`src/omsc_pkg.sv`:
```
/*
 * Constants and types for the mode switch sequencer, which drives a core's
 * mode controls from outside through a plain operation port.
 * Assumes a single 250 MHz clock and an active-high asynchronous reset.
 */
package omsc_pkg;
	// ************************************************************
	// Operation codes issued to the core.
	// ************************************************************
	typedef enum logic [3:0] {
		OMSC_OP_NONE = 4'h0,
		OMSC_OP_INT_DISABLE = 4'h1,
		OMSC_OP_LOAD_GLOBAL_TABLE = 4'h2,
		OMSC_OP_WRITE_CTRL_ZERO = 4'h3,
		OMSC_OP_FAR_BRANCH = 4'h4,
		OMSC_OP_LOAD_TASK_REG = 4'h5,
		OMSC_OP_LOAD_SEGMENTS = 4'h6,
		OMSC_OP_LOAD_INT_TABLE = 4'h7,
		OMSC_OP_INT_ENABLE = 4'h8,
		OMSC_OP_WRITE_PAGE_DIR = 4'h9,
		OMSC_OP_LOAD_LOCAL_TABLE = 4'ha
	} omsc_op_t;

	// ************************************************************
	// Sequencer states.
	// ************************************************************
	typedef enum logic [3:0] {
		OMSC_ST_IDLE = 4'h0,
		OMSC_ST_CLI = 4'h1,
		OMSC_ST_GDT = 4'h2,
		OMSC_ST_CR0 = 4'h3,
		OMSC_ST_JMP = 4'h4,
		OMSC_ST_LTR = 4'h5,
		OMSC_ST_SEG = 4'h6,
		OMSC_ST_IDT = 4'h7,
		OMSC_ST_STI = 4'h8,
		OMSC_ST_PGOFF = 4'h9,
		OMSC_ST_CR3 = 4'ha,
		OMSC_ST_REAL_CS = 4'hb
	} omsc_state_t;

	// ************************************************************
	// Register map of the sequencer's own registers.
	// ************************************************************
	localparam logic [3:0] OMSC_REG_CTRL = 4'h0;
	localparam logic [3:0] OMSC_REG_STATUS = 4'h1;
	localparam logic [3:0] OMSC_REG_GDT_BASE = 4'h2;
	localparam logic [3:0] OMSC_REG_IDT_BASE = 4'h3;
	localparam logic [3:0] OMSC_REG_TASK_SEL = 4'h4;
	localparam logic [3:0] OMSC_REG_SEG_SEL = 4'h5;
	localparam logic [3:0] OMSC_REG_PDBR = 4'h6;
	localparam logic [3:0] OMSC_REG_REAL_IDT = 4'h7;

	// Control bit positions.
	localparam int OMSC_CTRL_GO_PROT = 0;
	localparam int OMSC_CTRL_GO_REAL = 1;
	localparam int OMSC_CTRL_PAGING = 2;
	localparam int OMSC_CTRL_USE_TASK = 3;

	// Control register zero fields.
	localparam int OMSC_CR0_PE_BIT = 0;
	localparam int OMSC_CR0_PG_BIT = 31;

	// Values fixed by the mode switch sequence.
	localparam logic [31:0] OMSC_PDBR_FLUSH = 32'h0000_0000;
	localparam logic [31:0] OMSC_RESET_FETCH = 32'hffff_fff0;
	localparam logic [31:0] OMSC_REAL_IDT_LIMIT = 32'h000f_ffff;
	localparam logic [1:0] OMSC_CPL_ENTRY = 2'h0;

	// Time that the NMI gate stays closed after a switch completes.
	localparam int OMSC_NMI_HOLD_NS = 8;
	localparam int OMSC_CLK_NS = 4;
	localparam int OMSC_NMI_HOLD_CYC = (OMSC_NMI_HOLD_NS + OMSC_CLK_NS - 1) / OMSC_CLK_NS;
endpackage : omsc_pkg

```
`src/omsc_ctrl.sv`:
```
/*
 * Mode switch sequencer: walks the core through entry to protected mode and
 * the return to real-address mode, one operation at a time, and gates NMI.
 * Assumes the core acknowledges each operation and software uses the
 * register port: one-cycle strobes, read data one cycle after the strobe.
 */
// Function
// Reset leaves real mode, flags clear.
// Protect enable is control register bit zero.
// Task register load optional without tasks or levels.
// Level changes need a task state segment.
// Descriptors made not busy; core marks busy.
// Task register load only in protected mode.
// Task register loaded before first task switch.
// Later task register updates by switches only.
// Setting protect enable enters level zero.
// Mask, load global table, set enable, branch.
// Far branch right after write serializes.
// Paging switch code from identity-mapped page.
// Reload segments; null selectors for unused ones.
// Nothing between control write and branch.
// NMI gated during switch; interrupts masked.
// Clearing protect enable returns to real.
// Clear paging, write zero directory base.
// Branch to 64K readable segment first.
// Load data segments with real-mode descriptor.
// Unreloaded segments keep cached attributes.
// Interrupt table inside the 1-MByte range.
// Real-mode far jump reloads code segment.
// Return code in one identity-mapped page.
// Reset fetch starts at top address.
// Mode and level held in own registers.
`timescale 1ns/1ns
module omsc_ctrl
	import omsc_pkg::*;
(
	input wire logic i_core_clk,
	input wire logic i_rst,
	input wire logic [3:0] i_addr,
	input wire logic [31:0] i_wdata,
	input wire logic i_wr,
	input wire logic i_rd,
	output logic [31:0] o_rdata,
	input wire logic i_core_ack,
	output logic o_op_valid,
	output omsc_pkg::omsc_op_t o_op,
	output logic [31:0] o_op_arg,
	input wire logic i_nmi_req,
	output logic o_nmi,
	output logic o_busy,
	output logic o_protected,
	output logic [1:0] o_current_privilege_level,
	output logic [31:0] o_reset_fetch
);
	// ************************************************************
	// Software registers.
	// ************************************************************
	logic [3:0] ctrl_q;
	logic [3:0] ctrl_d;
	logic [31:0] gdt_q;
	logic [31:0] gdt_d;
	logic [31:0] idt_q;
	logic [31:0] idt_d;
	logic [31:0] task_q;
	logic [31:0] task_d;
	logic [31:0] seg_q;
	logic [31:0] seg_d;
	logic [31:0] pdbr_q;
	logic [31:0] pdbr_d;
	logic [31:0] real_idt_q;
	logic [31:0] real_idt_d;
	logic [31:0] rdata_q;
	logic [31:0] rdata_d;
	logic err_q;
	logic err_d;

	// ************************************************************
	// Sequencer and mode state.
	// ************************************************************
	omsc_state_t state_q;
	omsc_state_t state_d;
	logic prot_q;
	logic prot_d;
	logic paging_q;
	logic paging_d;
	logic [1:0] cpl_q;
	logic [1:0] cpl_d;
	logic task_loaded_q;
	logic task_loaded_d;
	logic issued_q;
	logic issued_d;
	logic leave_q; // Set on the way back to real mode until protect enable clears.
	logic leave_d;
	logic start;
	omsc_op_t op;
	logic [31:0] arg;
	logic done;

	// Builds a control register zero image from the two flags.
	function automatic logic [31:0] omsc_cr0(input logic pe, input logic pg);
		logic [31:0] v;
		v = 32'h0000_0000;
		v[OMSC_CR0_PE_BIT] = pe;
		v[OMSC_CR0_PG_BIT] = pg;
		return v;
	endfunction : omsc_cr0

	// Register writes and reads; unmapped addresses read as zero.
	always_comb begin
		ctrl_d = ctrl_q;
		gdt_d = gdt_q;
		idt_d = idt_q;
		task_d = task_q;
		seg_d = seg_q;
		pdbr_d = pdbr_q;
		real_idt_d = real_idt_q;
		rdata_d = 32'h0000_0000;
		if (i_wr) begin
			unique case (i_addr)
				OMSC_REG_CTRL: ctrl_d = i_wdata[3:0];
				OMSC_REG_GDT_BASE: gdt_d = i_wdata;
				OMSC_REG_IDT_BASE: idt_d = i_wdata;
				OMSC_REG_TASK_SEL: task_d = i_wdata;
				OMSC_REG_SEG_SEL: seg_d = i_wdata;
				OMSC_REG_PDBR: pdbr_d = i_wdata;
				OMSC_REG_REAL_IDT: real_idt_d = i_wdata;
				default: ctrl_d = ctrl_q;
			endcase
		end
		// Go bits stand for one cycle only, so a refused request is not retried.
		if (!(i_wr && i_addr == OMSC_REG_CTRL)) begin
			ctrl_d[OMSC_CTRL_GO_PROT] = 1'b0;
			ctrl_d[OMSC_CTRL_GO_REAL] = 1'b0;
		end
		if (i_rd) begin
			unique case (i_addr)
				OMSC_REG_CTRL: rdata_d = {28'h0, ctrl_q};
				OMSC_REG_STATUS: rdata_d = {26'h0, err_q, task_loaded_q, cpl_q,
					paging_q, prot_q};
				OMSC_REG_GDT_BASE: rdata_d = gdt_q;
				OMSC_REG_IDT_BASE: rdata_d = idt_q;
				OMSC_REG_TASK_SEL: rdata_d = task_q;
				OMSC_REG_SEG_SEL: rdata_d = seg_q;
				OMSC_REG_PDBR: rdata_d = pdbr_q;
				OMSC_REG_REAL_IDT: rdata_d = real_idt_q;
				default: rdata_d = 32'h0000_0000;
			endcase
		end
	end

	// Sequencer: one operation per state, advancing when the core accepts it.
	always_comb begin
		state_d = state_q;
		prot_d = prot_q;
		paging_d = paging_q;
		cpl_d = cpl_q;
		task_loaded_d = task_loaded_q;
		err_d = err_q;
		issued_d = issued_q;
		leave_d = leave_q;
		start = 1'b0;
		op = OMSC_OP_NONE;
		arg = 32'h0000_0000;
		if (i_wr && i_addr == OMSC_REG_STATUS) begin
			err_d = 1'b0;
		end
		unique case (state_q)
			OMSC_ST_IDLE: op = OMSC_OP_NONE;
			OMSC_ST_CLI: op = OMSC_OP_INT_DISABLE;
			OMSC_ST_GDT: begin
				op = OMSC_OP_LOAD_GLOBAL_TABLE;
				arg = gdt_q;
			end
			OMSC_ST_CR0: begin
				op = OMSC_OP_WRITE_CTRL_ZERO;
				arg = omsc_cr0(!prot_q, !prot_q && ctrl_q[OMSC_CTRL_PAGING]);
			end
			OMSC_ST_JMP: op = OMSC_OP_FAR_BRANCH;
			OMSC_ST_LTR: begin
				op = OMSC_OP_LOAD_TASK_REG;
				arg = task_q;
			end
			OMSC_ST_SEG: begin
				op = OMSC_OP_LOAD_SEGMENTS;
				arg = seg_q;
			end
			OMSC_ST_IDT: begin
				op = OMSC_OP_LOAD_INT_TABLE;
				arg = leave_q ? real_idt_q : idt_q;
			end
			OMSC_ST_STI: op = OMSC_OP_INT_ENABLE;
			OMSC_ST_PGOFF: begin
				op = OMSC_OP_WRITE_CTRL_ZERO;
				arg = omsc_cr0(1'b1, 1'b0);
			end
			OMSC_ST_CR3: begin
				op = OMSC_OP_WRITE_PAGE_DIR;
				arg = OMSC_PDBR_FLUSH;
			end
			OMSC_ST_REAL_CS: op = OMSC_OP_FAR_BRANCH;
			default: op = OMSC_OP_NONE;
		endcase
		if (state_q != OMSC_ST_IDLE && !issued_q) begin
			start = 1'b1;
			issued_d = 1'b1;
		end
		if (done) begin
			issued_d = 1'b0;
			unique case (state_q)
				OMSC_ST_CLI: state_d = prot_q ?
					(paging_q ? OMSC_ST_PGOFF : OMSC_ST_REAL_CS) : OMSC_ST_GDT;
				OMSC_ST_GDT: state_d = OMSC_ST_CR0;
				OMSC_ST_CR0: begin
					// Mode changes on the retiring control write only.
					if (!prot_q) begin
						prot_d = 1'b1;
						paging_d = ctrl_q[OMSC_CTRL_PAGING];
						cpl_d = OMSC_CPL_ENTRY;
					end else begin
						prot_d = 1'b0;
						leave_d = 1'b0;
						paging_d = 1'b0;
					end
					state_d = OMSC_ST_JMP;
				end
				OMSC_ST_JMP: begin
					// Far branch retires; core is serialized.
					if (prot_q && ctrl_q[OMSC_CTRL_USE_TASK] && !task_loaded_q) begin
						state_d = OMSC_ST_LTR;
					end else if (prot_q) begin
						state_d = OMSC_ST_SEG;
					end else begin
						state_d = OMSC_ST_STI;
					end
				end
				OMSC_ST_LTR: begin
					task_loaded_d = 1'b1;
					state_d = OMSC_ST_SEG;
				end
				OMSC_ST_SEG: state_d = OMSC_ST_IDT;
				OMSC_ST_IDT: state_d = leave_q ? OMSC_ST_CR0 : OMSC_ST_STI;
				OMSC_ST_STI: state_d = OMSC_ST_IDLE;
				OMSC_ST_PGOFF: begin
					paging_d = 1'b0;
					state_d = OMSC_ST_CR3;
				end
				OMSC_ST_CR3: state_d = OMSC_ST_REAL_CS;
				OMSC_ST_REAL_CS: state_d = OMSC_ST_SEG;
				default: state_d = OMSC_ST_IDLE;
			endcase
		end
		if (state_q == OMSC_ST_IDLE) begin
			if (ctrl_q[OMSC_CTRL_GO_PROT] && !prot_q) begin
				state_d = OMSC_ST_CLI;
			end else if (ctrl_q[OMSC_CTRL_GO_REAL] && prot_q) begin
				state_d = OMSC_ST_CLI;
				leave_d = 1'b1;
			end else if (ctrl_q[OMSC_CTRL_GO_PROT] || ctrl_q[OMSC_CTRL_GO_REAL]) begin
				err_d = 1'b1; // A request that does not change mode is refused.
			end
		end
	end

	// Register all state; reset leaves the core view in real mode.
	always_ff @(posedge i_core_clk or posedge i_rst) begin
		if (i_rst) begin
			ctrl_q <= 4'h0;
			gdt_q <= 32'h0000_0000;
			idt_q <= 32'h0000_0000;
			task_q <= 32'h0000_0000;
			seg_q <= 32'h0000_0000;
			pdbr_q <= 32'h0000_0000;
			real_idt_q <= 32'h0000_0000;
			rdata_q <= 32'h0000_0000;
			err_q <= 1'b0;
			state_q <= OMSC_ST_IDLE;
			prot_q <= 1'b0;
			paging_q <= 1'b0;
			cpl_q <= OMSC_CPL_ENTRY;
			task_loaded_q <= 1'b0;
			issued_q <= 1'b0;
			leave_q <= 1'b0;
		end else begin
			ctrl_q <= ctrl_d;
			gdt_q <= gdt_d;
			idt_q <= idt_d;
			task_q <= task_d;
			seg_q <= seg_d;
			pdbr_q <= pdbr_d;
			real_idt_q <= real_idt_d;
			rdata_q <= rdata_d;
			err_q <= err_d;
			state_q <= state_d;
			prot_q <= prot_d;
			paging_q <= paging_d;
			cpl_q <= cpl_d;
			task_loaded_q <= task_loaded_d;
			issued_q <= issued_d;
			leave_q <= leave_d;
		end
	end

	// ************************************************************
	// Operation issue and NMI gating.
	// ************************************************************
	omsc_op_issue u_issue (
		.i_core_clk(i_core_clk),
		.i_rst(i_rst),
		.i_start(start),
		.i_op(op),
		.i_arg(arg),
		.i_core_ack(i_core_ack),
		.o_op_valid(o_op_valid),
		.o_op(o_op),
		.o_arg(o_op_arg),
		.o_done(done)
	);

	omsc_nmi_gate u_nmi (
		.i_core_clk(i_core_clk),
		.i_rst(i_rst),
		.i_block(state_q != OMSC_ST_IDLE),
		.i_nmi_req(i_nmi_req),
		.o_nmi(o_nmi)
	);

	assign o_rdata = rdata_q;
	assign o_busy = state_q != OMSC_ST_IDLE;
	assign o_protected = prot_q;
	assign o_current_privilege_level = cpl_q;
	assign o_reset_fetch = OMSC_RESET_FETCH;
endmodule : omsc_ctrl

```
`src/omsc_op_issue.sv`:
```
/*
 * Operation issue stage: holds one operation toward the core until the core
 * accepts it, then reports completion.
 * Assumes the core raises i_core_ack for one cycle per accepted operation.
 */
`timescale 1ns/1ns
module omsc_op_issue
	import omsc_pkg::*;
(
	input wire logic i_core_clk,
	input wire logic i_rst,
	input wire logic i_start,
	input wire omsc_pkg::omsc_op_t i_op,
	input wire logic [31:0] i_arg,
	input wire logic i_core_ack,
	output logic o_op_valid,
	output omsc_pkg::omsc_op_t o_op,
	output logic [31:0] o_arg,
	output logic o_done
);
	logic busy_q;
	logic busy_d;
	omsc_op_t op_q;
	omsc_op_t op_d;
	logic [31:0] arg_q;
	logic [31:0] arg_d;

	// Latch a new operation and drop it once the core takes it.
	always_comb begin
		busy_d = busy_q;
		op_d = op_q;
		arg_d = arg_q;
		if (busy_q && i_core_ack) begin
			busy_d = 1'b0;
		end else if (!busy_q && i_start) begin
			busy_d = 1'b1;
			op_d = i_op;
			arg_d = i_arg;
		end
	end

	// Register the issue state.
	always_ff @(posedge i_core_clk or posedge i_rst) begin
		if (i_rst) begin
			busy_q <= 1'b0;
			op_q <= OMSC_OP_NONE;
			arg_q <= 32'h0000_0000;
		end else begin
			busy_q <= busy_d;
			op_q <= op_d;
			arg_q <= arg_d;
		end
	end

	assign o_op_valid = busy_q;
	assign o_op = op_q;
	assign o_arg = arg_q;
	assign o_done = busy_q && i_core_ack;
endmodule : omsc_op_issue

```
`src/omsc_nmi_gate.sv`:
```
/*
 * NMI gate: blocks the NMI request while a mode switch is in progress and
 * for a short hold afterwards.
 * Assumes the NMI request is synchronous to the core clock.
 */
`timescale 1ns/1ns
module omsc_nmi_gate
	import omsc_pkg::*;
#(
	parameter int HOLD_CYC = OMSC_NMI_HOLD_CYC
) (
	input wire logic i_core_clk,
	input wire logic i_rst,
	input wire logic i_block,
	input wire logic i_nmi_req,
	output logic o_nmi
);
	logic [3:0] hold_q;
	logic [3:0] hold_d;
	logic open_q;
	logic open_d;

	// Close while blocked, then count down before opening again.
	always_comb begin
		hold_d = hold_q;
		open_d = open_q;
		if (i_block) begin
			hold_d = 4'(HOLD_CYC);
			open_d = 1'b0;
		end else if (hold_q != 4'h0) begin
			hold_d = hold_q - 4'h1;
		end else begin
			open_d = 1'b1;
		end
	end

	// Gate starts closed after reset and opens one cycle later while not blocked.
	always_ff @(posedge i_core_clk or posedge i_rst) begin
		if (i_rst) begin
			hold_q <= 4'h0;
			open_q <= 1'b0;
		end else begin
			hold_q <= hold_d;
			open_q <= open_d;
		end
	end

	// Block at once while busy; the registered flag alone lags by one cycle.
	assign o_nmi = open_q && !i_block && i_nmi_req;
endmodule : omsc_nmi_gate

```
`config.mk`:
```
export PLATFORM = sky130hd
export DESIGN_NAME = omsc_ctrl
export DESIGN_NICKNAME = d
export VERILOG_FILES = /design/src/omsc_pkg.sv /design/src/omsc_ctrl.sv /design/src/omsc_op_issue.sv /design/src/omsc_nmi_gate.sv
export SDC_FILE = /design/constraint.sdc
export NUM_CORES = 1
export LEC_CHECK = 0
export ABC_AREA = 1
export BUFFER_PORTS_ARGS = -buffer_cell sky130_fd_sc_hd__buf_2
export CORE_UTILIZATION = 33
export CTS_BUF_LIST = sky130_fd_sc_hd__clkbuf_8
export DETAILED_ROUTE_END_ITERATION = 16
export GPL_TIMING_DRIVEN = 0
export MAX_ROUTING_LAYER = met4
export PLACE_DENSITY_LB_ADDON = 0.25
export SYNTH_ARGS = -nofsm -noshare
export SYNTH_HDL_FRONTEND = slang
export SYNTH_HIERARCHICAL = 1
export SYNTH_SLANG_ARGS = --single-unit
```
`constraint.sdc`:
```
create_clock -name i_core_clk -period 9.7 [get_ports i_core_clk]
set_input_delay 0.97 -clock i_core_clk [delete_from_list [all_inputs] [get_ports i_core_clk]]
set_output_delay 0.97 -clock i_core_clk [all_outputs]
set_load 0.03 [all_outputs]
```
Word level (Yosys, flattened, before mapping) --
Cells that the tools add are included.
Cells by class: add/sub/neg operators 1, eq/ne operators 21, muxes and demuxes 41, bitwise logic cells 1, reduce and logical (&&, ||, !) cells 41
Operators by type and width (number):
- $pmux 32 s8 | 1
- $pmux 32 s6 | 1
- $pmux 4 s9 | 2
- $mux 32 | 2
- $mux 4 | 10
- $eq 4x3->1 const B | 8
- $reduce_and 2->1 | 12
- $mux 1 | 20
- $eq 4x2->1 const B | 4
- $eq 4x4->1 const B | 4
- $logic_and 1x1->1 | 12
- $eq 4x1->1 const B | 2
- $logic_not 4->1 | 2
- $mux 2 | 4
- $reduce_bool 2->1 | 4
- $reduce_bool 4->1 | 2
- $reduce_or 2->1 | 3
- $logic_not 1->1 | 5
- $ne 2x2->1 const B | 2
- $sub 4x1->4 const B | 1
- $ne 2x1->1 const B | 1
- $pmux 1 s2 | 1
- $logic_or 1x1->1 | 1
- $not 1->1 | 1
Storage, ports and cells: register bits after elaboration 280, bits of input ports 42, output and inout port bits 106, word-level logic and storage cells 126

Logic depth before layout (Yosys ltp) --
word-level depth 8, gate-level depth with buffers 12, mapped depth without buffers 10

Hierarchy --
The synthesis kept the hierarchy.
Modules (own cells, without submodules):
- omsc_ctrl | times used 1, cells an instance 1491, area each 11538.6 sq um, sequential area each 5955.7 sq um
- omsc_op_issue | times used 1, cells an instance 162, area each 1515.2 sq um, sequential area each 925.9 sq um
- omsc_nmi_gate | times used 1, cells an instance 33, area each 269.0 sq um, sequential area each 125.1 sq um

Worst setup path before layout --
OpenSTA, ideal clock, no wires.
path kind register to output, from register state_q[3], to output port o_nmi, arrival 1609 ps, data required time 8730 ps, setup slack 7121 ps, stages on the path, launching flop included 7, path buffers 1, cell sequence dfrtp_1 > clkbuf_2 > nor2_2 > nand2_1 > inv_2 > nand2_1 > nor2_1
On the way: longest elaborated chain between the ends 4
Ends and longest elaborated chain:
- start: declaration | RTL line omsc_ctrl.sv:80 | omsc_state_t state_q;
- start signal: assignment | RTL line omsc_ctrl.sv:293 | state_q <= state_d;
- $reduce_bool 4->1
- via o_busy | RTL line omsc_ctrl.sv:50 | output logic o_busy,
- $logic_not 1->1 | RTL line omsc_nmi_gate.sv:49 | assign o_nmi = open_q && !i_block && i_nmi_req;
- $logic_and 1x1->1 (2 in a row) | RTL line omsc_nmi_gate.sv:49
- end: declaration | RTL line omsc_ctrl.sv:49 | output logic o_nmi,
The timed path passes the listed nets, and every way through them passes these cells.

Worst setup path after layout --
from register state_q[3], to output port o_nmi
On the way: longest elaborated chain between the ends 4
Ends and longest elaborated chain:
- $reduce_bool 4->1 | RTL line omsc_ctrl.sv:322 | .i_block(state_q != OMSC_ST_IDLE),
- $logic_not 1->1 | RTL line omsc_nmi_gate.sv:49
- $logic_and 1x1->1 (2 in a row) | RTL line omsc_nmi_gate.sv:49
Every way passes these cells.

==> results.ini <==
[cells_and_area]
nFillCells = 4214
fin_nets = 1926
stdcell_count = 2446
post-route-util_pct = 39.4
drive_above_1_share_pct = 14.5
syn_to_final_growth_pct = 17.4

[route]
detail-route-antenna-nets = 0
routed_wl_um = 50700
vias = 12600
viasPerCell = 5.14
drt_iter0_markers = 1374
first_pass_iters = 5
wl_per_cell_um = 20.7
drc = 0

[grt]
overflow = 0
antenna_found_initial = 4
grt_pass1_wl_um = 75700
grt_pass1_vias = 11900
grt_max_degree = 122
grtUsageTotal_pct = 25.5

[logic_synthesis]
syn_area_um2 = 13300
async_flop_share_pct = 100
synth_area_leader_cell = dfrtp_1
synthFlopType = dfrtp_1
ys_warn_count = 6
synthCells = 1686
synth_seq_cells = 280
yosysTopAreaCellShare_pct = 52.6
yosysMostFrequentCell = nand2_1
synth_commonest_cells = nand2_1, dfrtp_1, o21ai_0, nand3_1, inv_1
synth_seq_area_share_pct = 52.6
synth.avg_cell_area_um2 = 7.90
synth_edf_count = 0
synth.top_cells.by_area = dfrtp_1, nand2_1, o21ai_0
synthDistinctLibCells = 30

[run_status]
status = finished, final reports clean

[clocking]
cts_root_buffer = clkbuf_8
cts_sinks = 280
cts_setup_buffers = 0
cts_made_buffers = 49
cts_tree = yes
htreeDepth = 2
clk_pin_slew_ns = 0.06
clockBufferDepth = 3
insertion_delay_ns = 0.60
ctsHoldBuffers = 0
cts_resized = 0

[worst_setup_path]
worstPathMaxFanout = 8
path_buf_inv = 3
cp_top_family = simple AND/OR/NAND/NOR gates
crit_start = state_q[3]
cpMostUsedCell = nand2_1
cp-end-kind = output pin
arrival_ns = 2.08
required_ns = 8.73
max_stage_delay_ns = 0.36
start_kind = flip-flop
cp.depth = 7
crit_slowest_cell = dfrtp_1
path_cells = clkbuf_2, nor2_2, nand2_1, inv_2, nand2_1, nor2_1, buf_2
rr_worst_depth = 9
r2r_start = state_q[3]
criticalPathCategory = reg -> out

[floorplanning]
die_area_um2 = 41200
die_height_um = 203
rows = 73
dieWidth_um = 203
initial_core_util_pct = 33.5
core_area_um2 = 39700
io_pins = 148

[power]
clockPowerShare_pct = 32.3
p_seq_share_pct = 46.3
pwr-share-comb_pct = 21.4
p_per_area_nw_per_um2 = 210
internal_power_mw = 2.15
switching_share_pct = 34.6
ir_drop_uv = 89.1
power.switching_mw = 1.14
power.leakage_nw = 8.04

[sta]
finalSetupViolCount = 0
worst_pin_slew_ns = 1.07
clock_skew_ns = 0.0232
hold_viol_final = 0
tns_ns = 0
period_needed_ns = 3.05
timing.slew.headroom_pct = 28.9
period_share_pct = 31.5
grt_setup_unrepaired = false
slew_viol_final = 0
fmax_ghz = 0.327

[placed_design]
gp_congestion = 0.944
io_buffers = 112
placed_cells = 2356
hpwl_um = 34100

[worst_hold_path]
holdCritPathClass = in -> async

[job]
drv_cap = 0

[state kept, by name, indices dropped and copies added (netlist names)]
signal,count
ctrl_q,4
err_q,1
gdt_q,32
idt_q,32
issued_q,1
leave_q,1
o_protected,1
o_rdata,32
paging_q,1
pdbr_q,32
real_idt_q,32
seg_q,32
state_q,4
task_loaded_q,1
task_q,32
u_issue/o_arg,32
u_issue/o_op,4
u_issue/o_op_valid,1
u_nmi/hold_q,4
u_nmi/open_q,1
[per-stage QoR]
stage	hold WS, ns	worst slack [ns]	area [um2]	total power [mW]
after CTS	0.323	6.62	15600	3.30
final	0.340	6.65	15600	3.29
after global routing	0.355	6.54	15600	3.46
after floorplan	0.445	2.20	13400	2.00
after detailed placement	0.454	6.80	14700	2.24
after global placement	0.452	-0.915	14700	2.22
[routing by layer]
layer	up-vias	wire [um]	track usage, %
met1	6000	21900	34.6
met2	656	21400	36.8
met3	141	5220	5.39
li1	5782	-	-
met5	-	0	-
met4	0	2200	10.8
[power by group through the flow]
stage,clock network (mW),registers (mW),logic (mW)
floorplan,0,1.55,0.444
detailed placement,0,1.54,0.700
global placement,0,1.53,0.684
finish,1.06,1.52,0.704
CTS,1.08,1.52,0.701
global route,1.13,1.55,0.787
[area by class of cell]
type	count	area [um2]	area share (%)
plain buffers	129	737	4.71
inverters	132	503	3.22
clock inverters	25	110	0.704
flip-flops and latches	280	7010	44.8
clock buffers	60	826	5.28
repair buffers	113	588	3.76
well taps	525	657	4.20
multi-input cells	1177	5200	33.3
diodes	5	12.5	0.0800
[final timing paths]
path	to	slack [ns]
max	o_nmi	6.65
min	u_nmi/hold_q[1]	0.34
max reg2reg	u_issue/o_arg[5]	6.95
min reg2reg	u_issue/o_arg[26]	0.46
max in group asynchronous	pdbr_q[9]	8.03
min in group i_core_clk	u_issue/o_arg[26]	0.46
[logic make-up (layout without fill, tap and decap cells)]
group | count (synthesis) | in the layout | share of synthesized area, %
AND/OR/NAND/NOR | 803 | 803 | 24.7
AO/OA/AOI/OAI | 336 | 336 | 13.1
buffers and inverters | 261 | 459 | 9.25
flip-flops | 280 | 280 | 52.6
adder cells (fa/ha/maj) | 2 | 2 | 0.188
XOR/XNOR | 2 | 2 | 0.132
other | 2 | 39 | 0.0564
[worst register-to-register path, delay by kind of cell, from the launching register on]
kind / cells / cell delay [ns]
buffers and inverters: 3 / 1.00
DFF: 1 / 0.36
and+or+nand+nor: 5 / 1.08
AOI/OAI and AO/OA: 1 / 0.25
[cells in the final DEF, fill, tap and decap left out, drive strengths merged, types with 9 or more instances in the layout]
| cell | synthesis | routed |
|---|---|---|
| buf | 75 | 188 |
| o21ai | 281 | 281 |
| conb | 2 | 34 |
| dfrtp | 280 | 280 |
| inv | 132 | 150 |
| clkbuf | 54 | 114 |
| nor3 | 9 | 9 |
| nand2 | 554 | 554 |
| nand3 | 148 | 148 |
| nand4 | 10 | 10 |
| a21oi | 35 | 35 |
| nor2 | 79 | 79 |
| o2111ai | 10 | 10 |
No activity file was read; power rests on OpenSTA's default activity.
